[src/hw/spi_flash_params.svh]
// constants for the serial flash command engine
`ifndef SPI_FLASH_PARAMS_SVH
`define SPI_FLASH_PARAMS_SVH

`define OPC_SECTOR_ERASE 8'h20
`define OPC_BLOCK32K_ERASE 8'h52
`define OPC_BLOCK64K_ERASE 8'hd8
`define OPC_BYTE_PROGRAM 8'h02
`define OPC_READ_ID 8'h9f

`define LEN_ERASE 8'h04
`define LEN_PROGRAM 8'h05
`define LEN_SINGLE 8'h01
`define LEN_READ_ID 8'h04
`define LEN_RESET 8'h00

`define BUF_DEPTH 8
`define RSP_FIFO_DEPTH 8
`define DONT_CARE_BYTE 8'hff

`define CLK_PERIOD_NS 40
`define SCK_HALF_NS 160
`define SCK_HALF_CYC ((`SCK_HALF_NS + `CLK_PERIOD_NS - 1) / `CLK_PERIOD_NS)

`endif

[src/hw/spi_flash_pkg.sv]
// types for the serial flash command engine
package spi_flash_pkg;
  typedef enum logic [2:0] {
    op_raw,
    op_sector_erase,
    op_block32k_erase,
    op_block64k_erase,
    op_byte_program,
    op_single,
    op_read_id
  } op_e;

  typedef enum logic [2:0] {
    st_idle,
    st_lead,
    st_high,
    st_low,
    st_trail
  } state_e;
endpackage

[src/hw/resp_fifo.sv]
// response byte fifo with valid/ready on both sides
`timescale 1ns/1ps
`default_nettype none
module resp_fifo #(
  parameter int WIDTH = 8,
  parameter int DEPTH = 8
) (
  // clock and reset
  input wire logic clk_in,
  input wire logic nrst_in,
  // fill side
  input wire logic in_valid_in,
  output logic in_ready_out,
  input wire logic [WIDTH-1:0] in_data_in,
  // drain side
  output logic out_valid_out,
  input wire logic out_ready_in,
  output logic [WIDTH-1:0] out_data_out
);
  localparam int AW = $clog2(DEPTH);
  logic [WIDTH-1:0] mem [DEPTH];
  logic [AW:0] wr_ptr;
  logic [AW:0] rd_ptr;
  logic full;
  logic empty;

  assign empty = (wr_ptr == rd_ptr);
  assign full = (wr_ptr[AW-1:0] == rd_ptr[AW-1:0]) && (wr_ptr[AW] != rd_ptr[AW]);
  assign in_ready_out = !full;
  assign out_valid_out = !empty;
  assign out_data_out = mem[rd_ptr[AW-1:0]];

  always_ff @(posedge clk_in) begin
    if (in_valid_in && !full) begin
      mem[wr_ptr[AW-1:0]] <= in_data_in;
    end
  end

  always_ff @(posedge clk_in or negedge nrst_in) begin
    if (!nrst_in) begin
      wr_ptr <= '0;
    end else if (in_valid_in && !full) begin
      wr_ptr <= wr_ptr + (AW+1)'(1);
    end
  end

  always_ff @(posedge clk_in or negedge nrst_in) begin
    if (!nrst_in) begin
      rd_ptr <= '0;
    end else if (out_ready_in && !empty) begin
      rd_ptr <= rd_ptr + (AW+1)'(1);
    end
  end
endmodule
`default_nettype wire

[src/hw/spi_flash_command_engine.sv]
// buffered command engine driving an external serial flash
`timescale 1ns/1ps
`default_nettype none
`include "spi_flash_params.svh"
module spi_flash_command_engine (
  // clock and reset
  input wire logic clk_in,
  input wire logic nrst_in,
  // canned command loader
  input wire logic load_in,
  input wire spi_flash_pkg::op_e load_op_in,
  input wire logic [23:0] load_addr_in,
  input wire logic [7:0] load_data_in,
  // raw command buffer and length
  input wire logic cmd_wr_in,
  input wire logic [2:0] cmd_index_in,
  input wire logic [7:0] cmd_byte_in,
  input wire logic length_wr_in,
  input wire logic [7:0] length_in,
  // control and status
  input wire logic start_in,
  output logic busy_out,
  output logic done_out,
  output logic [7:0] length_out,
  // response buffer read port
  input wire logic [2:0] rsp_index_in,
  output logic [7:0] rsp_byte_out,
  // response byte stream
  output logic rsp_valid_out,
  input wire logic rsp_ready_in,
  output logic [7:0] rsp_data_out,
  // flash pins
  output logic flash_cs_n_out,
  output logic flash_sck_out,
  output logic flash_mosi_out,
  input wire logic flash_serial_in
);
  import spi_flash_pkg::*;

  localparam logic [3:0] HALF_LAST = 4'(`SCK_HALF_CYC - 1);

  state_e state;
  op_e cur_op;
  logic [7:0] command_buffer [`BUF_DEPTH];
  logic [7:0] response_buffer [`BUF_DEPTH];
  logic [7:0] command_length;
  logic [3:0] half_cnt;
  logic tick;
  logic [2:0] bit_cnt;
  logic [7:0] byte_idx;
  logic [7:0] next_idx;
  logic [7:0] tx_shift;
  logic [7:0] rx_shift;
  logic rx_meta;
  logic rx_sync;
  logic capture_ok;
  logic byte_end;
  logic push;
  logic fifo_ready;
  logic go;
  logic idle;

  assign idle = (state == st_idle);
  assign go = start_in && idle && (command_length != `LEN_RESET);
  assign tick = !idle && (half_cnt == HALF_LAST);
  assign next_idx = byte_idx + 8'h01;
  // erase, program and single commands return nothing useful
  assign capture_ok = (cur_op == op_raw) || (cur_op == op_read_id);
  assign byte_end = (state == st_high) && tick && (bit_cnt == 3'd0);
  assign push = byte_end && capture_ok && (byte_idx != 8'h00);
  assign busy_out = !idle;
  assign flash_mosi_out = tx_shift[7];
  assign length_out = command_length;

  // input synchroniser
  always_ff @(posedge clk_in or negedge nrst_in) begin
    if (!nrst_in) begin
      rx_meta <= 1'b0;
      rx_sync <= 1'b0;
    end else begin
      rx_meta <= flash_serial_in;
      rx_sync <= rx_meta;
    end
  end

  // command buffer fill: canned loads or raw bytes, locked while busy
  always_ff @(posedge clk_in or negedge nrst_in) begin
    if (!nrst_in) begin
      for (int i = 0; i < `BUF_DEPTH; i++) begin
        command_buffer[i] <= 8'h00;
      end
      command_length <= `LEN_RESET;
      cur_op <= op_raw;
    end else if (idle && load_in) begin
      cur_op <= load_op_in;
      command_buffer[1] <= load_addr_in[23:16];
      command_buffer[2] <= load_addr_in[15:8];
      command_buffer[3] <= load_addr_in[7:0];
      unique case (load_op_in)
        op_sector_erase: begin
          command_buffer[0] <= `OPC_SECTOR_ERASE;
          command_length <= `LEN_ERASE;
        end
        op_block32k_erase: begin
          command_buffer[0] <= `OPC_BLOCK32K_ERASE;
          command_length <= `LEN_ERASE;
        end
        op_block64k_erase: begin
          command_buffer[0] <= `OPC_BLOCK64K_ERASE;
          command_length <= `LEN_ERASE;
        end
        op_byte_program: begin
          command_buffer[0] <= `OPC_BYTE_PROGRAM;
          command_buffer[4] <= load_data_in;
          command_length <= `LEN_PROGRAM;
        end
        op_single: begin
          command_buffer[0] <= load_data_in;
          command_length <= `LEN_SINGLE;
        end
        op_read_id: begin
          command_buffer[0] <= `OPC_READ_ID;
          command_length <= `LEN_READ_ID;
        end
        default: begin
          command_buffer[0] <= load_data_in;
        end
      endcase
    end else if (idle) begin
      if (cmd_wr_in) begin
        command_buffer[cmd_index_in] <= cmd_byte_in;
        cur_op <= op_raw;
      end
      if (length_wr_in) begin
        command_length <= length_in;
        cur_op <= op_raw;
      end
    end
  end

  // half-period divider for the serial clock
  always_ff @(posedge clk_in or negedge nrst_in) begin
    if (!nrst_in) begin
      half_cnt <= 4'h0;
    end else if (idle || tick) begin
      half_cnt <= 4'h0;
    end else begin
      half_cnt <= half_cnt + 4'h1;
    end
  end

  // transfer sequencer
  always_ff @(posedge clk_in or negedge nrst_in) begin
    if (!nrst_in) begin
      state <= st_idle;
      flash_cs_n_out <= 1'b1;
      flash_sck_out <= 1'b0;
      tx_shift <= 8'h00;
      rx_shift <= 8'h00;
      bit_cnt <= 3'd0;
      byte_idx <= 8'h00;
      done_out <= 1'b0;
    end else begin
      done_out <= 1'b0;
      unique case (state)
        st_idle: begin
          if (go) begin
            flash_cs_n_out <= 1'b0;
            tx_shift <= command_buffer[0];
            bit_cnt <= 3'd7;
            byte_idx <= 8'h00;
            state <= st_lead;
          end
        end
        st_lead, st_low: begin
          if (tick) begin
            flash_sck_out <= 1'b1;
            rx_shift <= {rx_shift[6:0], rx_sync};
            state <= st_high;
          end
        end
        st_high: begin
          if (tick && bit_cnt != 3'd0) begin
            flash_sck_out <= 1'b0;
            tx_shift <= {tx_shift[6:0], 1'b0};
            bit_cnt <= bit_cnt - 3'd1;
            state <= st_low;
          end else if (byte_end && (!push || fifo_ready)) begin
            flash_sck_out <= 1'b0;
            if (next_idx == command_length) begin
              state <= st_trail;
            end else begin
              byte_idx <= next_idx;
              bit_cnt <= 3'd7;
              if (next_idx < 8'(`BUF_DEPTH)) begin
                tx_shift <= command_buffer[next_idx[2:0]];
              end else begin
                tx_shift <= `DONT_CARE_BYTE;
              end
              state <= st_low;
            end
          end
        end
        st_trail: begin
          if (tick) begin
            flash_cs_n_out <= 1'b1;
            done_out <= 1'b1;
            state <= st_idle;
          end
        end
        default: begin
          state <= st_idle;
        end
      endcase
    end
  end

  // response buffer capture, bytes after the opcode
  always_ff @(posedge clk_in or negedge nrst_in) begin
    if (!nrst_in) begin
      for (int i = 0; i < `BUF_DEPTH; i++) begin
        response_buffer[i] <= 8'h00;
      end
      rsp_byte_out <= 8'h00;
    end else begin
      if (push && fifo_ready && byte_idx <= 8'(`BUF_DEPTH)) begin
        response_buffer[3'(byte_idx - 8'h01)] <= rx_shift;
      end
      rsp_byte_out <= response_buffer[rsp_index_in];
    end
  end

  resp_fifo #(
    .WIDTH(8),
    .DEPTH(`RSP_FIFO_DEPTH)
  ) u_resp_fifo (
    .clk_in(clk_in),
    .nrst_in(nrst_in),
    .in_valid_in(push),
    .in_ready_out(fifo_ready),
    .in_data_in(rx_shift),
    .out_valid_out(rsp_valid_out),
    .out_ready_in(rsp_ready_in),
    .out_data_out(rsp_data_out)
  );

  // helper counters for the checks
  logic [15:0] rise_cnt;
  logic [7:0] cap_cnt;
  always_ff @(posedge clk_in or negedge nrst_in) begin
    if (!nrst_in) begin
      rise_cnt <= 16'h0000;
      cap_cnt <= 8'h00;
    end else if (go) begin
      rise_cnt <= 16'h0000;
      cap_cnt <= 8'h00;
    end else begin
      if ((state == st_lead || state == st_low) && tick) begin
        rise_cnt <= rise_cnt + 16'h0001;
      end
      if (push && fifo_ready) begin
        cap_cnt <= cap_cnt + 8'h01;
      end
    end
  end
endmodule
`default_nettype wire

[config.mk]
export PLATFORM = sky130hd
export DESIGN_NAME = spi_flash_command_engine
export DESIGN_NICKNAME = d
export VERILOG_FILES = /design/src/hw/spi_flash_pkg.sv /design/src/hw/resp_fifo.sv /design/src/hw/spi_flash_command_engine.sv
export VERILOG_INCLUDE_DIRS = /design/src /design/src/hw
export SDC_FILE = /design/constraint.sdc
export NUM_CORES = 1
export LEC_CHECK = 0
export ABC_AREA = 1
export ABC_CLOCK_PERIOD_IN_PS = 6550
export BUFFER_PORTS_ARGS = -buffer_cell sky130_fd_sc_hd__buf_4
export CAP_MARGIN = 20
export CORE_MARGIN = 1.5
export CORE_UTILIZATION = 40
export CTS_CLUSTER_SIZE = 24
export DETAILED_ROUTE_END_ITERATION = 16
export GPL_TIMING_DRIVEN = 0
export REMOVE_ABC_BUFFERS = 1
export SYNTH_ARGS = -nofsm -noshare
export SYNTH_HDL_FRONTEND = slang
export SYNTH_SLANG_ARGS = --single-unit
[constraint.sdc]
create_clock -name clk_in -period 6.55 [get_ports clk_in]
set_input_delay 0.3275 -clock clk_in [delete_from_list [all_inputs] [get_ports clk_in]]
set_output_delay 0.3275 -clock clk_in [all_outputs]
set_load 0.1 [all_outputs]
==> results of run 1 <==
-- logic make-up (layout without fill, tap and decap cells) --
logic type	Yosys count	after routing	share of synthesized area, %
buf+inv	168	256	5.83
flops	258	258	54.4
xor+xnor	10	10	0.703
simple gates	706	706	25.0
compound gates	289	289	13.3
fa+ha+maj	7	7	0.703
-- report_power, final --
| group | total (mW) | internal, mW | leakage (nW) | switching, mW |
|---|---|---|---|---|
| sequential | 2.24 | 1.98 | 3.15 | 0.265 |
| clock | 1.77 | 1.11 | 0.514 | 0.661 |
| combinational | 2.60 | 0.738 | 2.76 | 1.86 |
| total | 6.62 | 3.83 | 6.42 | 2.79 |
-- metal layers --
layer / share of wire [%] / routed length, µm / track usage (%)
met3: 4.9 / 1590 / 2.29
met4: 2.4 / 787 / 6.37
met2: 47 / 15300 / 32.6
met5: 0 / 0 / 0
met1: 45 / 14600 / 27.9
-- what timing repair did --
| item | 4_1_cts | 5_1_grt |
|---|---|---|
| gates resized for setup | 0 | 0 |
| hold buffers | 2 | 0 |
| endpoints found under the hold margin | 100 | 0 |
-- layout make-up --
type / instances / area (µm²)
fill: 3011 / 16000
tap: 396 / 495
inverter: 100 / 377
sequential: 258 / 6780
clock buffer: 37 / 816
multi-input combinational: 1012 / 4970
timing repair buffer: 103 / 858
clock inverter: 16 / 244
-- worst max-delay path: cells and delay by family (launching register included) --
| kind | cells | cell delay [ns] |
|---|---|---|
| flip-flops | 1 | 0.51 |
| buffers and inverters | 4 | 1.87 |
| adder cells (fa/ha/maj) | 1 | 0.48 |
| AND/OR/NAND/NOR | 11 | 1.24 |
-- state kept, by name, indices dropped and copies added (netlist names), 3 cells and up --
signal,count
response_buffer,64
u_resp_fifo.rd_ptr,4
bit_cnt,3
rx_shift,8
rsp_byte_out,8
tx_shift,8
half_cnt,4
state,3
u_resp_fifo.wr_ptr,4
length_out,8
u_resp_fifo.mem,64
byte_idx,8
command_buffer,64
cur_op,3
-- worst paths after layout --
path	end	depth (start not counted)
max	tx_shift[0]	16
min	command_buffer[36]	3
max reg2reg	tx_shift[0]	16
min reg2reg	rx_sync	0
max in group asynchronous	byte_idx[0]	3
min in group asynchronous	command_buffer[8]	2
-- placed cells by master, fill, tap and decap left out, types with 61 or more instances in the layout --
cell,synthesis,final
inv_1,89,89
nor2_1,181,181
edfxtp_1,64,64
nand3_1,103,103
o21ai_1,61,61
buf_4,3,96
dfrtp_1,193,192
nand2_1,359,359
o21ai_0,114,114
==> summary.txt, run 1 <==
Yosys
  – Commonest cells post-synth: nand2_1, dfrtp_1, nor2_1, o21ai_0, nand3_1
  – Sequential fraction of the synthesis area: 54.4%
  – Post-synth EDFFs: 64
  – Dominant synthesized flop cell: dfrtp_1
  – Synthesized instance count: 1438
  – Synth Cell Area: 12500 µm²
  – Post-synth ARST share: 75.2%
  – Mean area per synthesized cell: 8.66 µm²
  – Most common cell in the synthesized netlist: nand2_1
  – Yosys warns: 0
  – Number of distinct library cells after synthesis: 49
  – Post-synth top area cell: dfrtp_1
  – Yosys reg bits: 258
  – Area fraction of the dominant cell type after synthesis: 38.8%
  – Synth top area cells: dfrtp_1, edfxtp_1, nand2_1

STA
  – Setup_tns: 0 ns
  – Hold WS: 0.0196 ns
  – Final period utilization: 65.1%
  – Slew headroom: 25.8%
  – Final Max Tran Viols: 0
  – Setup violators final: 0
  – RSZ-0062 raised after global routing: false
  – Clock skew: 0.0137 ns
  – Setup ws final: 2.29 ns
  – Min Tclk post-route: 4.26 ns
  – Final Hold Viols: 0
  – Fmax: 235 MHz
  – Worst-Margin Slew: 1.11 ns

Critical path
  – WP data required: 6.98 ns
  – Data arrival, critical path: 4.69 ns
  – WS Path Type: flop to flop
  – CP max-delay cell: inv_1
  – CP max stage delay: 0.81 ns
  – Worst Path Max Fanout: 37
  – Critical path launch point: byte_idx[0]
  – R2R setup slack: 2.29 ns
  – Crit path top cell by count: nand2_1
  – Crit end category: flop
  – Critical path, cell by cell: buf_12 -> inv_2 -> ha_1 -> buf_16 -> inv_1 -> nand2_1 -> nand2_1 -> nor2_1 -> nand3_1 -> nor2_1 -> nand2_1 -> nor2_2 -> nand3_2 -> nand3_2 -> nand2_1 -> nand2_1
  – Startpoint of the worst register-to-register path: byte_idx[0]
  – CP Launch Type: flop

Clock tree
  – Post-CTS Setup Bufs: 0
  – Clock tree buffer depth: 3
  – H-tree depth: 1
  – CTS tree: yes
  – Reg clk slew, reported paths: 0.06 ns
  – TritonCTS Sinks: 258
  – Root buf cell: clkbuf_16
  – Clock latency on the worst-skew pair: 0.55 ns
  – Clock buffer count from CTS: 29

Route
  – Vias: 10100
  – Detailed Routing Iterations Pass 1: 5
  – Via density: 5.26
  – WL/cell: 16.8 µm
  – Initial DRC count: 774
  – DRC: 0
  – Antenna-violating nets left: 0
  – Routed WL: 32200 µm

Power and ir drop
  – Leak pwr: 6.42 nW
  – Peak supply drop: 0.264 mV
  – Pwr Density: 455 nW/µm²
  – Total power: 6.62 mW

Final layout
  – Final net count: 1576
  – Area grow syn2layout: 16.8%
  – Share of cells above drive strength 1: 13.1%
  – Final core utilization: 47.5%
  – Antenna diode count: 0
  – Final std cells w/o fill: 1922
  – Design area: 14500 µm²

Die
  – DIE AREA: 32200 µm²
  – Chip width: 179 µm
  – Die height: 179 µm
  – Starting Density: 40.7%
  – Std cell rows: 64
  – Core Footprint: 30600 µm²
  – I/O pin count: 95

Global route
  – Initial antenna violation count: 0
  – First-pass GRT wire length: 52300 µm
  – Total GRT Usage: 20.0%
  – Grt total ovfl: 0
  – Largest net degree at the start of global routing: 101
  – Vias in the first global route: 9682

Placement
  – Placed Instances: 1866
  – DP Wirelength: 20800 µm
  – Gpl congestion: 0.865
  – Dpl ws: 1.54 ns
  – Placed Area: 13400 µm²
  – Port bufs: 94

Worst hold path
  – HP Class: primary input to flop
  – Hold Crit Start: load_addr_in[4]

Run
  – Max_cap viols: 0

Status
  – Status: completed
(Power assumes the default switching activity.)
==> run 2, diff against run 1 <==
- ABC_AREA: 1 -> 0
- ABC_CLOCK_PERIOD_IN_PS: 6550 -> 4000
- clock period: 6.55 -> 4 ns (I/O delays scaled with it)
==> summary.txt, run 2 <==
Power and ir drop
  – Peak supply drop: 0.258 mV (-2.0%)
  – Leak pwr: 6.37 nW (-0.83%)
  – Pwr Density: 389 nW/µm² (-14%)

Die
  – Die height: 177 µm (-1.2%)
  – Chip width: 177 µm (-1.2%)
  – Std cell rows: 63 (-1.6%)
  – DIE AREA: 31400 µm² (-2.3%)
  – Core Footprint: 29800 µm² (-2.6%)
  – Starting Density: 40.8% (+0.089 points)
  – I/O pin count: 95 (unchanged)

Critical path
  – CP max stage delay: 0.79 ns (-0.02 ns)
  – WP data required: 4.45 ns (-2.53 ns)
  – Worst R2R Path Depth: 8 (-8)
  – CP Launch Type: flop
  – Worst Path Max Fanout: 27 (-27%)
  – Crit end category: flop
  – CP max-delay cell: ha_2
  – Critical path, cell by cell: inv_1 -> ha_2 -> xnor2_1 -> o2111ai_1 -> a211o_1 -> o31ai_2 -> buf_4 -> mux2i_1
  – WS Path Type: flop to flop
  – Data arrival, critical path: 4.01 ns (-0.68 ns)

Final layout
  – Area of the multi-input gates: 5060 µm² (+1.6%)
  – Final core utilization: 49.4% (+1.8 points)
  – Most common cell after layout, fill and taps aside: dfrtp_1
  – Area grow syn2layout: 21.0%
  – Final std cells w/o fill: 1426 (-26%)
  – Share of cells above drive strength 1: 33.7% (+21 points)
  – FF+latch area: 6780 µm² (about the same)
  – Final net count: 1086 (-31%)
  – Commonest non-fill, non-tap cells in the layout: dfrtp_1, mux2_2, buf_4
  – Fillers: 2608 (-13%)
  – Antenna diode count: 0 (unchanged)

Yosys
  – Sequential fraction of the synthesis area: 55.8% (+1.3 points)
  – Synth top area cells: dfrtp_1, edfxtp_1, mux2_2
  – Mean area per synthesized cell: 13.7 µm² (+58%)
  – Mux share of post-synthesis cell area: 21.7% (+22 points)
  – Synth Area in Compound Gates: 8.02% (-5.3 points)
  – Largest family of logic cells by synthesized area: multiplexers
  – Dominant synthesized flop cell: dfrtp_1
  – Area fraction of the dominant cell type after synthesis: 39.7% (+0.95 points)
  – Commonest cells post-synth: dfrtp_1, mux2_2, edfxtp_1, mux4_2
  – Most common cell in the synthesized netlist: dfrtp_1
  – Yosys reg bits: 258 (unchanged)
  – Post-Synth Adder-Cell Area: 0.720% (+0.017 points)
  – Number of distinct library cells after synthesis: 73 (+49%)
  – Post-synth top area cell: dfrtp_1
  – Post-synth ARST share: 75.2% (unchanged)
  – Yosys warns: 0 (unchanged)
  – Post-synth EDFFs: 64 (unchanged)
  – Xor/xnor cell area share of the yosys netlist: 1.73% (+1.0 points)
  – Synth Cell Area: 12200 µm² (-2.4%)
  – Synthesized instance count: 890 (-38%)
  – Fraction of the mapped netlist area in simple logic gates: 9.13% (-16 points)

STA
  – Final Max Tran Viols: 0 (unchanged)
  – Worst-Margin Slew: 1.04 ns (-0.0760 ns)
  – Final Hold Viols: 0 (unchanged)
  – Setup violators final: 0 (unchanged)
  – Fmax: 281 MHz (+20%)
  – RSZ-0062 raised after global routing: false
  – Slew headroom: 30.7% (+4.9 points)
  – Hold WS: 0.0270 ns (+0.00731 ns)
  – Clock skew: 0.0240 ns (+0.0103 ns)
  – Setup_tns: 0 ns (unchanged)
  – Final period utilization: 89.0% (+24 points)
  – Min Tclk post-route: 3.56 ns (-0.706 ns)

Route
  – Initial DRC count: 409 (-47%)
  – Via density: 5.51 (+4.7%)
  – Vias: 7858 (-22%)
  – Antenna-violating nets left: 0 (unchanged)
  – WL/cell: 19.7 µm (+17%)
  – Routed WL: 28100 µm (-13%)
  – Detailed Routing Iterations Pass 1: 4 (-1)
  – DRC: 0 (unchanged)

Placement
  – Placed Instances: 1323 (-29%)
  – DP Wirelength: 18600 µm (-11%)
  – Port bufs: 94 (unchanged)
  – Gpl congestion: 0.787 (-9.1%)

Clock tree
  – Clock tree buffer depth: 3 (unchanged)
  – Clock latency on the worst-skew pair: 0.55 ns (about the same)
  – Reg clk slew, reported paths: 0.06 ns (about the same)
  – H-tree depth: 1 (unchanged)
  – CTS tree: yes
  – TritonCTS Sinks: 258 (unchanged)
  – Root buf cell: clkbuf_16
  – Clock buffer count from CTS: 29 (unchanged)

Run
  – Max_cap viols: 0 (unchanged)

Global route
  – Initial antenna violation count: 0 (unchanged)
  – Grt total ovfl: 0 (unchanged)
  – First-pass GRT wire length: 44800 µm (-14%)
  – Largest net degree at the start of global routing: 99 (-2.0%)
  – Vias in the first global route: 7961 (-18%)
  – Total GRT Usage: 18.3% (-1.7 points)

Worst hold path
  – HP Class: primary input to flop
  – Worst hold path stage count: 3 (unchanged)

Status
  – Status: completed
[run 2: cell count changes in the layout (fill, tap and decap cells not counted), moves of 64 or more]
cell	before	now
inv_1	89	25
o21ai_0	114	34
nor2_1	181	45
nand3_1	103	19
nand2_1	359	45
mux2_2	0	128
[run 2: logic make-up (layout without fill, tap and decap cells)]
kind of cell	count (synthesis)	after routing
adder cells (fa/ha/maj)	7	7
AO/OA/AOI/OAI	130	130
AND/OR/NAND/NOR	199	199
buffers and inverters	85	231
multiplexers	187	187
XOR/XNOR	24	24
flip-flops	258	258
[run 2: area by class of cell]
cell class | count | share of cell area (%)
tap | 390 | 3.32
multi-input combinational | 547 | 34.4
inverter | 25 | 0.638
clock inverter | 18 | 1.47
sequential | 258 | 46.1
clock buffer | 35 | 5.09
timing repair buffer | 153 | 8.98
[run 2: per-stage QoR]
| stage | area, µm² | total power [mW] | worst slack, ns |
|---|---|---|---|
| finish | 14700 | 5.72 | 0.442 |
| global route | 14700 | 5.92 | 0.187 |
| detailed placement | 13200 | 3.04 | -0.109 |
| floorplan | 11900 | 2.88 | 0.0931 |
| global placement | 13100 | 3.04 | -1.21 |
| CTS | 14700 | 5.79 | 0.187 |
[run 2: worst max-delay path, delay by kind of cell (launching register included)]
kind	cells	cell delay, ns
mux	1	0.20
fa+ha+maj	1	0.79
compound gates	3	1.09
xor+xnor	1	0.19
buf+inv	2	0.43
flops	1	0.75
[run 2: what timing repair did]
action,4_1_cts,5_1_grt
hold endpoints to repair,164,0
setup endpoints to repair,10,8
setup buffers,0,0
gates resized for setup,1,1
hold buffers,50,0
[run 2: per-layer routing]
metal	wire, µm	up-vias	GRT usage, %
met4	563	0	4.41
met5	0	-	0
met3	970	42	2.44
li1	-	3621	-
met2	13800	158	30.6
met1	12800	4037	25.4
[run 2: worst paths after layout]
| check | start | to | slack, ns |
|---|---|---|---|
| max in group asynchronous | nrst_in | command_buffer[22] | 2.75 |
| min in group asynchronous | nrst_in | response_buffer[23] | 0.30 |
| max | byte_idx[0] | tx_shift[6] | 0.44 |
| min | load_data_in[7] | command_buffer[63] | 0.03 |
| min reg2reg | rx_meta | rx_sync | 0.35 |
| max reg2reg | byte_idx[0] | tx_shift[6] | 0.44 |
[run 2: power breakdown]
group	switching [mW]	total, mW	internal [mW]	leakage (nW)
logic	0.175	0.288	0.113	2.75
clock network	1.05	2.70	1.65	0.465
registers	0.0285	2.74	2.71	3.15
